`src/rtl/hsd_pkg.sv`:
```
// Package of constants for the hub strap decode and boot sequencer
package hsd_pkg;

  localparam int unsigned NUM_PORTS = 7;

  // Six-level strap indices, weak pull-down first
  localparam logic [2:0] LVL_PD_200K = 3'h0;
  localparam logic [2:0] LVL_PU_200K = 3'h1;
  localparam logic [2:0] LVL_PD_10K  = 3'h2;
  localparam logic [2:0] LVL_PU_10K  = 3'h3;
  localparam logic [2:0] LVL_PD_10R  = 3'h4;
  localparam logic [2:0] LVL_PU_10R  = 3'h5;

  // Mode-select settings
  localparam logic [2:0] port_speed_indicator_no_slave_setting = LVL_PD_200K;
  localparam logic [2:0] port_speed_indicator_slave_setting    = LVL_PU_200K;
  localparam logic [2:0] reserved_setting_a         = LVL_PD_10K;
  localparam logic [2:0] reserved_setting_b         = LVL_PU_10K;
  localparam logic [2:0] charge_ind_setting         = LVL_PD_10R;
  localparam logic [2:0] reserved_setting_c         = LVL_PU_10R;

  // Port-count masks per strap level
  localparam logic [6:0] MASK_NONE = 7'h00;
  localparam logic [6:0] MASK_P1   = 7'h01;
  localparam logic [6:0] MASK_P12  = 7'h03;
  localparam logic [6:0] MASK_P123 = 7'h07;
  localparam logic [6:0] MASK_P1_4 = 7'h0f;
  localparam logic [6:0] MASK_ALL  = 7'h7f;

  // SPI ROM signature and addresses
  localparam logic [31:0] SPI_SIGNATURE  = 32'h32444655;
  localparam logic [15:0] SPI_SIG_ADDR   = 16'hfffa;
  localparam logic [15:0] SPI_EXEC_ADDR  = 16'h0000;
  localparam logic [7:0]  END_CFG_REG    = 8'hff;

  // Reference clock and default-load time
  localparam int unsigned CLK_MHZ        = 100;
  localparam int unsigned DFLT_LOAD_NS   = 100;
  localparam int unsigned DFLT_LOAD_CYC  = (DFLT_LOAD_NS * CLK_MHZ + 999) / 1000;

  typedef enum logic [2:0] {
    HSD_STANDBY,
    HSD_SPI_INIT,
    HSD_CFG_READ,
    HSD_STRAP_READ,
    HSD_SOC_CFG,
    HSD_OTP_CFG
  } hsd_stage_e;

  // Six-level strap to port mask
  function automatic logic [6:0] hsd_level_mask(input logic [2:0] lvl);
    unique case (lvl)
      LVL_PD_200K: hsd_level_mask = MASK_NONE;
      LVL_PU_200K: hsd_level_mask = MASK_P1;
      LVL_PD_10K:  hsd_level_mask = MASK_P12;
      LVL_PU_10K:  hsd_level_mask = MASK_P123;
      LVL_PD_10R:  hsd_level_mask = MASK_P1_4;
      LVL_PU_10R:  hsd_level_mask = MASK_ALL;
      default:     hsd_level_mask = MASK_NONE;
    endcase
  endfunction : hsd_level_mask

endpackage : hsd_pkg

```
`src/rtl/hsd_boot_sequencer.sv`:
```
// Strap decode, boot stage sequencer and indicator pin drive
//
// Overview of operation
// Weak pull-up: slave enabled, speed indicators
// Speed: float unconnected, low USB2, high Gen1
// Strong pull-down: pins become charging indicators
// Charging indicator floats when charging disabled
// Charging: low after handshake, else high
// Weak pull-down: slave disabled, speed indicators
// Each disable strap: low enabled, high disabled
// Port disabled only when both straps high
// USB2 disable also disables Gen1 path
// Fixed-port strap levels map to port sets
// Charging strap levels map to port sets
// Straps captured at reset release, held
// GPIO direction, pull and level per pin
// Standby while reset low, hub mode high
// Standby clears everything, ports disabled, pins float; code resets port disables to 0 and leaves the synchroniser as is
// After release: reset, SPI probe, then defaults
// Signature found runs external, else internal
// ROM size and speed set by far side
// Not strapped for SPI skips probe
// Defaults loaded, then straps overwrite them
// Slave strap plus both pull-ups enters SoC stage
// SoC stage waits without any timeout
// Only end-of-configuration write leaves SoC stage
// Completion leads to OTP merge stage
// Reserved mode levels behave as weak pull-down
// Boot stage exposed as encoded output
`timescale 1ns/1ps
`default_nettype none

module hsd_boot_sequencer
  import hsd_pkg::*;
#(
  parameter int unsigned NPORT     = NUM_PORTS,
  parameter int unsigned LOAD_CYC  = DFLT_LOAD_CYC,
  parameter int unsigned GPIO_W    = 8
) (
  // Clock and reset
  input  wire logic              clk,
  input  wire logic              reset_n,
  // Strap sense inputs, asynchronous
  input  wire logic [2:0]        mode_strap_level,
  input  wire logic [2:0]        fixed_port_count_strap,
  input  wire logic [2:0]        charging_port_count_strap,
  input  wire logic [NPORT-1:0]  plus_line_disable_strap,
  input  wire logic [NPORT-1:0]  minus_line_disable_strap,
  input  wire logic              spi_mode_strap,
  input  wire logic              mgmt_serial_data_pin,
  input  wire logic              mgmt_serial_clock_pin,
  // SPI probe and ROM load handshakes
  input  wire logic              spi_probe_done,
  input  wire logic              spi_sig_found,
  input  wire logic              dflt_load_done,
  // SoC configuration write from the slave logic
  input  wire logic              mgmt_wr_valid,
  input  wire logic [7:0]        mgmt_wr_addr,
  // Port status
  input  wire logic [NPORT-1:0]  port_connected,
  input  wire logic [NPORT-1:0]  port_gen1,
  input  wire logic [NPORT-1:0]  port_chg_handshake,
  // GPIO configuration
  input  wire logic [GPIO_W-1:0] gpio_out_mode,
  input  wire logic [GPIO_W-1:0] gpio_out_level,
  input  wire logic [GPIO_W-1:0] gpio_pull_up,
  // Stage and decoded configuration
  output logic [2:0]             boot_stage,
  output logic                   spi_probe_start,
  output logic                   exec_external,
  output logic [15:0]            exec_addr,
  output logic                   mgmt_slave_enable,
  output logic                   charge_ind_mode,
  output logic [NPORT-1:0]       port_usb2_disable,
  output logic [NPORT-1:0]       port_gen1_disable,
  output logic [NPORT-1:0]       fixed_port_mask,
  output logic [NPORT-1:0]       charge_enable_mask,
  output logic                   otp_merge_start,
  // Indicator pins, enable low while driven
  output logic [NPORT-1:0]       port_speed_indicator,
  output logic [NPORT-1:0]       port_speed_indicator_oe_n,
  output logic [NPORT-1:0]       charge_indicator,
  output logic [NPORT-1:0]       charge_indicator_oe_n,
  // GPIO pins
  output logic [GPIO_W-1:0]      gpio_o,
  output logic [GPIO_W-1:0]      gpio_oe_n,
  output logic [GPIO_W-1:0]      gpio_pu_en,
  output logic [GPIO_W-1:0]      gpio_pd_en
);

  localparam int unsigned SW = 3 * 3 + 2 * NPORT + 3;

  // Two-flop synchroniser on all strap and pin inputs
  // No reset: straps keep flowing in while reset is low, so they are settled at release
  logic [SW-1:0] sync1_q;
  logic [SW-1:0] sync2_q;
  always_ff @(posedge clk) begin
    sync1_q <= {mode_strap_level, fixed_port_count_strap, charging_port_count_strap,
                plus_line_disable_strap, minus_line_disable_strap, spi_mode_strap,
                mgmt_serial_data_pin, mgmt_serial_clock_pin};
    sync2_q <= sync1_q;
  end

  logic [2:0]       s_mode;
  logic [2:0]       s_fixed;
  logic [2:0]       s_chg;
  logic [NPORT-1:0] s_plus;
  logic [NPORT-1:0] s_minus;
  logic             s_spi;
  logic             s_dat;
  logic             s_clk;
  assign {s_mode, s_fixed, s_chg, s_plus, s_minus, s_spi, s_dat, s_clk} = sync2_q;

  // Stage machine
  hsd_stage_e stage_q;
  hsd_stage_e stage_d;
  logic [7:0] load_cnt_q;
  logic       captured_q;

  always_comb begin
    stage_d = stage_q;
    unique case (stage_q)
      HSD_STANDBY:
        stage_d = s_spi ? HSD_SPI_INIT : HSD_CFG_READ;
      HSD_SPI_INIT:
        if (spi_probe_done) begin
          stage_d = HSD_CFG_READ;
        end
      HSD_CFG_READ:
        if (dflt_load_done && load_cnt_q == 8'(LOAD_CYC)) begin
          stage_d = HSD_STRAP_READ;
        end
      HSD_STRAP_READ:
        if (mgmt_slave_enable && s_dat && s_clk) begin
          stage_d = HSD_SOC_CFG;
        end else begin
          stage_d = HSD_OTP_CFG;
        end
      HSD_SOC_CFG:
        if (mgmt_wr_valid && mgmt_wr_addr == END_CFG_REG) begin
          stage_d = HSD_OTP_CFG;
        end
      HSD_OTP_CFG:
        stage_d = HSD_OTP_CFG;
    endcase
  end

  // Standby under reset, all state but the strap synchroniser to defaults
  always_ff @(posedge clk or negedge reset_n) begin
    if (!reset_n) begin
      stage_q <= HSD_STANDBY;
    end else begin
      stage_q <= stage_d;
    end
  end

  always_ff @(posedge clk or negedge reset_n) begin
    if (!reset_n) begin
      load_cnt_q <= '0;
    end else if (stage_q != HSD_CFG_READ) begin
      load_cnt_q <= '0;
    end else if (load_cnt_q != 8'(LOAD_CYC)) begin
      load_cnt_q <= load_cnt_q + 8'h01;
    end
  end

  // SPI probe result
  always_ff @(posedge clk or negedge reset_n) begin
    if (!reset_n) begin
      exec_external <= 1'b0;
      exec_addr     <= SPI_EXEC_ADDR;
    end else if (stage_q == HSD_SPI_INIT && spi_probe_done) begin
      exec_external <= spi_sig_found;
      exec_addr     <= SPI_EXEC_ADDR;
    end
  end

  assign spi_probe_start = (stage_q == HSD_SPI_INIT);
  assign otp_merge_start = (stage_q == HSD_OTP_CFG);
  assign boot_stage      = stage_q;

  // Strap capture once after reset release, held until next reset
  always_ff @(posedge clk or negedge reset_n) begin
    if (!reset_n) begin
      captured_q         <= 1'b0;
      mgmt_slave_enable  <= 1'b0;
      charge_ind_mode    <= 1'b0;
      port_usb2_disable  <= '0;
      port_gen1_disable  <= '0;
      fixed_port_mask    <= '0;
      charge_enable_mask <= '0;
    end else if (stage_q == HSD_CFG_READ && !captured_q && dflt_load_done && load_cnt_q == 8'(LOAD_CYC)) begin
      captured_q         <= 1'b1;
      mgmt_slave_enable  <= (s_mode == port_speed_indicator_slave_setting);
      charge_ind_mode    <= (s_mode == charge_ind_setting);
      port_usb2_disable  <= s_plus & s_minus;
      port_gen1_disable  <= s_plus & s_minus;
      fixed_port_mask    <= NPORT'(hsd_level_mask(s_fixed));
      charge_enable_mask <= NPORT'(hsd_level_mask(s_chg));
    end
  end

  // Indicator pin drive
  always_ff @(posedge clk or negedge reset_n) begin
    if (!reset_n) begin
      port_speed_indicator      <= '0;
      port_speed_indicator_oe_n <= '1;
      charge_indicator          <= '0;
      charge_indicator_oe_n     <= '1;
    end else if (!captured_q) begin
      port_speed_indicator_oe_n <= '1;
      charge_indicator_oe_n     <= '1;
    end else begin
      port_speed_indicator      <= port_gen1;
      port_speed_indicator_oe_n <= charge_ind_mode ? '1 : ~port_connected;
      charge_indicator          <= ~port_chg_handshake;
      charge_indicator_oe_n     <= charge_ind_mode ? ~charge_enable_mask : '1;
    end
  end

  // GPIO: output drives level, input applies pull
  always_ff @(posedge clk or negedge reset_n) begin
    if (!reset_n) begin
      gpio_o     <= '0;
      gpio_oe_n  <= '1;
      gpio_pu_en <= '0;
      gpio_pd_en <= '0;
    end else begin
      gpio_o     <= gpio_out_level;
      gpio_oe_n  <= ~gpio_out_mode;
      gpio_pu_en <= ~gpio_out_mode & gpio_pull_up;
      gpio_pd_en <= ~gpio_out_mode & ~gpio_pull_up;
    end
  end
endmodule : hsd_boot_sequencer

`default_nettype wire

```
`config.mk`:
```
export PLATFORM = sky130hd
export DESIGN_NAME = hsd_boot_sequencer
export DESIGN_NICKNAME = d
export VERILOG_FILES = /design/src/rtl/hsd_pkg.sv /design/src/rtl/hsd_boot_sequencer.sv
export SDC_FILE = /design/constraint.sdc
export NUM_CORES = 1
export LEC_CHECK = 0
export BUFFER_PORTS_ARGS = -buffer_cell sky130_fd_sc_hd__clkbuf_2
export CAP_MARGIN = 20
export CORE_ASPECT_RATIO = 0.9
export CORE_MARGIN = 10
export CORE_UTILIZATION = 25
export CTS_CLUSTER_DIAMETER = 30
export DETAILED_ROUTE_END_ITERATION = 8
export PLACE_DENSITY = 0.48
export SYNTH_ARGS = -nofsm -noshare
export SYNTH_HDL_FRONTEND = slang
export SYNTH_SLANG_ARGS = --single-unit
```
`constraint.sdc`:
```
create_clock -name clk -period 5.09 [get_ports clk]
set_clock_uncertainty 0.15 [all_clocks]
set_input_delay 0.7635 -clock clk [delete_from_list [all_inputs] [get_ports clk]]
set_output_delay 0.7635 -clock clk [all_outputs]
set_load 0.05 [all_outputs]
```
# Yosys cells after proc, flatten, opt, wreduce, memory -nomap -nowiden
# Cells that the tools add are included.
# Widths: inputs -> output; s select.
[op_classes]
n_reduce_logical = 12
addsub = 1
muxes = 14
n_bitwise = 8
n_eq_ne = 24
[op_table]
columns = ["cell", "n"]
rows = [
  ["$pmux 7 s5", 2],
  ["$mux 7", 4],
  ["$eq 3x3->1 const B", 7],
  ["$not 7->7", 3],
  ["$eq 3x2->1 const B", 6],
  ["$pmux 3 s6", 1],
  ["$and 8x8->8", 2],
  ["$mux 8", 2],
  ["$not 8->8", 2],
  ["$eq 3x1->1 const B", 4],
  ["$mux 3", 3],
  ["$add 8x1->8 const B", 1],
  ["$eq 8x4->1 const B", 1],
  ["$eq 8x8->1 const B", 1],
  ["$logic_and 1x1->1", 8],
  ["$ne 8x4->1 const B", 1],
  ["$and 7x7->7", 1],
  ["$ne 2x2->1 const B", 3],
  ["$logic_not 3->1", 1],
  ["$ne 3x2->1 const B", 1],
  ["$reduce_and 3->1", 1],
  ["$mux 2", 1],
  ["$reduce_bool 2->1", 1],
  ["$logic_not 1->1", 1],
  ["$mux 1", 1],
]
[totals]
wordCells = 78
in_bits = 85
out_inout_bits = 112
reg_bits = 148

# Longest topological paths before layout
[logic_depth]
depth_word = 4
ltp_mapped = 7
ltp_nobuf = 6

# Least setup slack after synthesis
# No wires, ideal clock.
[synth_timing]
kind = "flip-flop to output port"
from = "register stage_q[0] (netlist: boot_stage[0])"
to = "output spi_probe_start"
slack_ps = 2150
t_required_ps = 4177
path_buffers = 0
t_arrival_ps = 2026
path_stages_with_launch = 2
cell_sequence = "dfrtp_1 > nor3b_1"
[synth_between]
elab_chain_cells = 1
[synth_rtl]
columns = ["item", "line_no", "rtl"]
rows = [
  ["from (decl)", "hsd_boot_sequencer.sv:115", "hsd_stage_e stage_q;"],
  ["from (signal assigned)", "hsd_boot_sequencer.sv:153", "stage_q <= stage_d;"],
  ["$eq 3x1->1", "hsd_boot_sequencer.sv:178", "assign spi_probe_start = (stage_q == HSD_SPI_INIT);"],
  ["to (decl)", "hsd_boot_sequencer.sv:69", "output logic spi_probe_start,"],
]
# Every way passes these cells.

# Worst setup path in the final report
# Same ends and word-level chain as after synthesis.

==> flow_metrics.tcl <==
set metrics [dict create \
    status "finished, final reports clean" \
    avgSynthCellArea_um2 13.6 \
    gr-total-overflow 0 \
    place_congestion 0.738 \
    rrSetupSlack_ns 2.75 \
    seq_area_mm2 0.00332 \
    post-place-ws_ns 2.74 \
    viasPerCell 3.86 \
    seq_power_share 0.396 \
    end_kind "primary output" \
    io_pins 197 \
    drt_iter0_markers 147 \
    cpMaxStageDelayCell "dfrtp_1" \
    netlist_instances 343 \
    ys_ff_latch 142 \
    area_growth_pct 34.8 \
    total_switching_power_w 0.00117 \
    ctsHoldBuffers 0 \
    cts_buffer_depth 2 \
    ys_dominant_reg_cell "dfrtp_1" \
    ys_types 39 \
    synth_top_area_frac 0.374 \
    p_int_w 0.00223 \
    core_mm2 0.0184 \
    die_w_um 164 \
    antenna_left 0 \
    powerDensity_mw_per_mm2 539 \
    dp_hpwl_um 8500 \
    cts.sinks 142 \
    drive_gt1_frac 0.477 \
    crit_arrival_ns 1.61 \
    grt_max_degree 62 \
    synth-edff-count 0 \
    final_common_cell "clkbuf_2" \
    fin_ws_ns 2.56 \
    route.layer.met1.wl_um 4510 \
    numCtsBuffers 17 \
    combinationalPowerShare 0.242 \
    grt_pass1_wl_um 16800 \
    insertion_delay_ns 0.41 \
    grt_pass1_vias 3235 \
    nFillCells 1859 \
    p_sw_frac 0.344 \
    hold_path.class "register to register" \
    die_area_mm2 0.0246 \
    grt_use_total 0.0887 \
    cts_htree_levels 4 \
    antenna_found_initial 0 \
    setup_viol_count_final 0 \
    path_class "register to primary output" \
    initial_utilization 0.254 \
    timing.final.crit_share 0.496 \
    slew_viol_final 0 \
    maxCapViolations 0 \
    yosysSeqAreaShare 0.709 \
    fin_nets 611 \
    routed-wl-met3_um 1230 \
    routedWlPerCell_um 14.3 \
    drt_wl_total_um 11100 \
    ir_drop_uv 295 \
    tightestPinTransition_ns 0.757 \
    highest_layer "met4" \
    cts_setup_buffers 0 \
    yosys_warnings 0 \
    path_max_fanout 9 \
    start_kind "register" \
    yosys.area.top_type "dfrtp_1" \
    cts.root.buffer_cell "clkbuf_16" \
    route.met2.wl_um 5280 \
    rsz0062_at_grt "false" \
    synthArstFlopShare 0.634 \
    drc_errors 0 \
    multi_input_area_mm2 0.00109 \
    ctsResizeCount 0 \
    required_ns 4.18 \
    rows 47 \
    cts_tree "built" \
    clk_pin_slew_ns 0.06 \
    fp.dieH_um 150 \
    hold_viol 0 \
    final_cell_mix "clkbuf_2, dfrtp_1, dfxtp_1" \
    p_leak_nw 3.16 \
    max_freq_mhz 396 \
    slowest_delay_ns 0.46 \
    diodes 0 \
    syn-cell-area_mm2 0.00468 \
    crit_chain "nor3b_1 -> clkbuf_2" \
    synth_area_leaders "dfrtp_1, dfxtp_1, dfstp_2, buf_4, mux2_4" \
    finalSetupTns_ns 0 \
    drt_first_pass_iters 4 \
    fin_crit_ns 2.53 \
    maxSlewHeadroom 0.495 \
    power.share.clock 0.362 \
    routed-via-count 3019 \
    io_buffers 180 \
]
==> synth_stat cells (3+ instances only) <==
cell type,number
buf_4,29
a21oi_1,3
dfrtp_1,70
nor2b_1,14
inv_1,18
dfxtp_1,52
o21ai_0,9
nor2_1,17
o31ai_1,7
mux2_4,12
nor3_1,4
clkbuf_1,3
nand3_1,11
mux2_2,8
and3_1,3
nand2_1,22
xor2_1,6
dfstp_2,20
mux2i_1,7
nor3b_1,3
==> per-stage QoR <==
| stage | total power [W] | util | cell area, um2 | hold slack, ns | cells |
|---|---|---|---|---|---|
| global placement | 0.00219 | 0.310 | 5700 | 0.162 | 750 |
| global route | 0.00356 | 0.343 | 6310 | 0.180 | 782 |
| CTS | 0.00346 | 0.343 | 6310 | 0.177 | 782 |
| finish | 0.00340 | 0.343 | 6310 | 0.175 | 782 |
| detailed placement | 0.00220 | 0.310 | 5700 | 0.162 | 750 |
| floorplan | 0.00198 | - | 4730 | 0.160 | 358 |
==> logic make-up (layout without fill, tap and decap cells) <==
logic type                 after synthesis  after routing  share of synthesized area
AOI/OAI and AO/OA                       26             26                     0.0361
buffers and inverters                   53            232                     0.0690
xor gates and xnor gates                 8              8                     0.0150
other                                    1             16                   0.000802
DFF                                    142            142                      0.709
adders and majority gates                2              2                    0.00535
muxes                                   27             27                     0.0727
and+or+nand+nor                         84             84                     0.0917
==> final timing paths <==
kind,from,endpoint,cells past startpoint
max,boot_stage[0],spi_probe_start,2
min,sync1_q[1],sync2_q[1],0
max reg2reg,load_cnt_q[0],fixed_port_mask[1],6
min reg2reg,sync1_q[1],sync2_q[1],0
max in group asynchronous,reset_n,charge_indicator_oe_n[5],2
min in group asynchronous,reset_n,gpio_pd_en[7],1
==> critical path: cells and delay by family (launching register included) <==
| family | cells | cell delay (ns) |
|---|---|---|
| buf+inv | 1 | 0.36 |
| flops | 1 | 0.46 |
| simple gates | 1 | 0.37 |
==> flip-flops by register name, summed over array words and instances (netlist names) <==
name	flops
charge_enable_mask	5
sync2_q	26
gpio_pd_en	8
port_speed_indicator	7
exec_external	1
gpio_oe_n	8
port_gen1_disable	7
fixed_port_mask	5
port_speed_indicator_oe_n	7
boot_stage	3
load_cnt_q	8
sync1_q	26
charge_indicator_oe_n	5
charge_indicator	7
mgmt_slave_enable	1
gpio_pu_en	8
captured_q	1
gpio_o	8
charge_ind_mode	1
==> final cells by class <==
class / instances / area share
inverters: 18 / 0.0107
well taps: 245 / 0.0486
flip-flops and latches: 142 / 0.526
clock inverters: 11 / 0.0159
repair buffers: 182 / 0.146
clock buffers: 21 / 0.0799
multi-input cells: 163 / 0.173
==> per-layer routing <==
metal	global-route usage	vias to the layer above
li1	-	1446
met1	0.0981	1433
met2	0.141	132
met3	0.0492	8
met4	0.0326	0
met5	0	-
==> power by group through the flow <==
| stage | Combinational [W] | Clock, W | Sequential [W] |
|---|---|---|---|
| 2_1_floorplan | 0.000264 | 0 | 0.00172 |
| 3_3_place_gp | 0.000827 | 0 | 0.00136 |
| 3_5_place_dp | 0.000833 | 0 | 0.00137 |
| 4_1_cts | 0.000835 | 0.00127 | 0.00135 |
| 5_1_grt | 0.000874 | 0.00132 | 0.00137 |
| 6_report | 0.000822 | 0.00123 | 0.00135 |
Note: power is estimated with default switching activity, not from simulation.
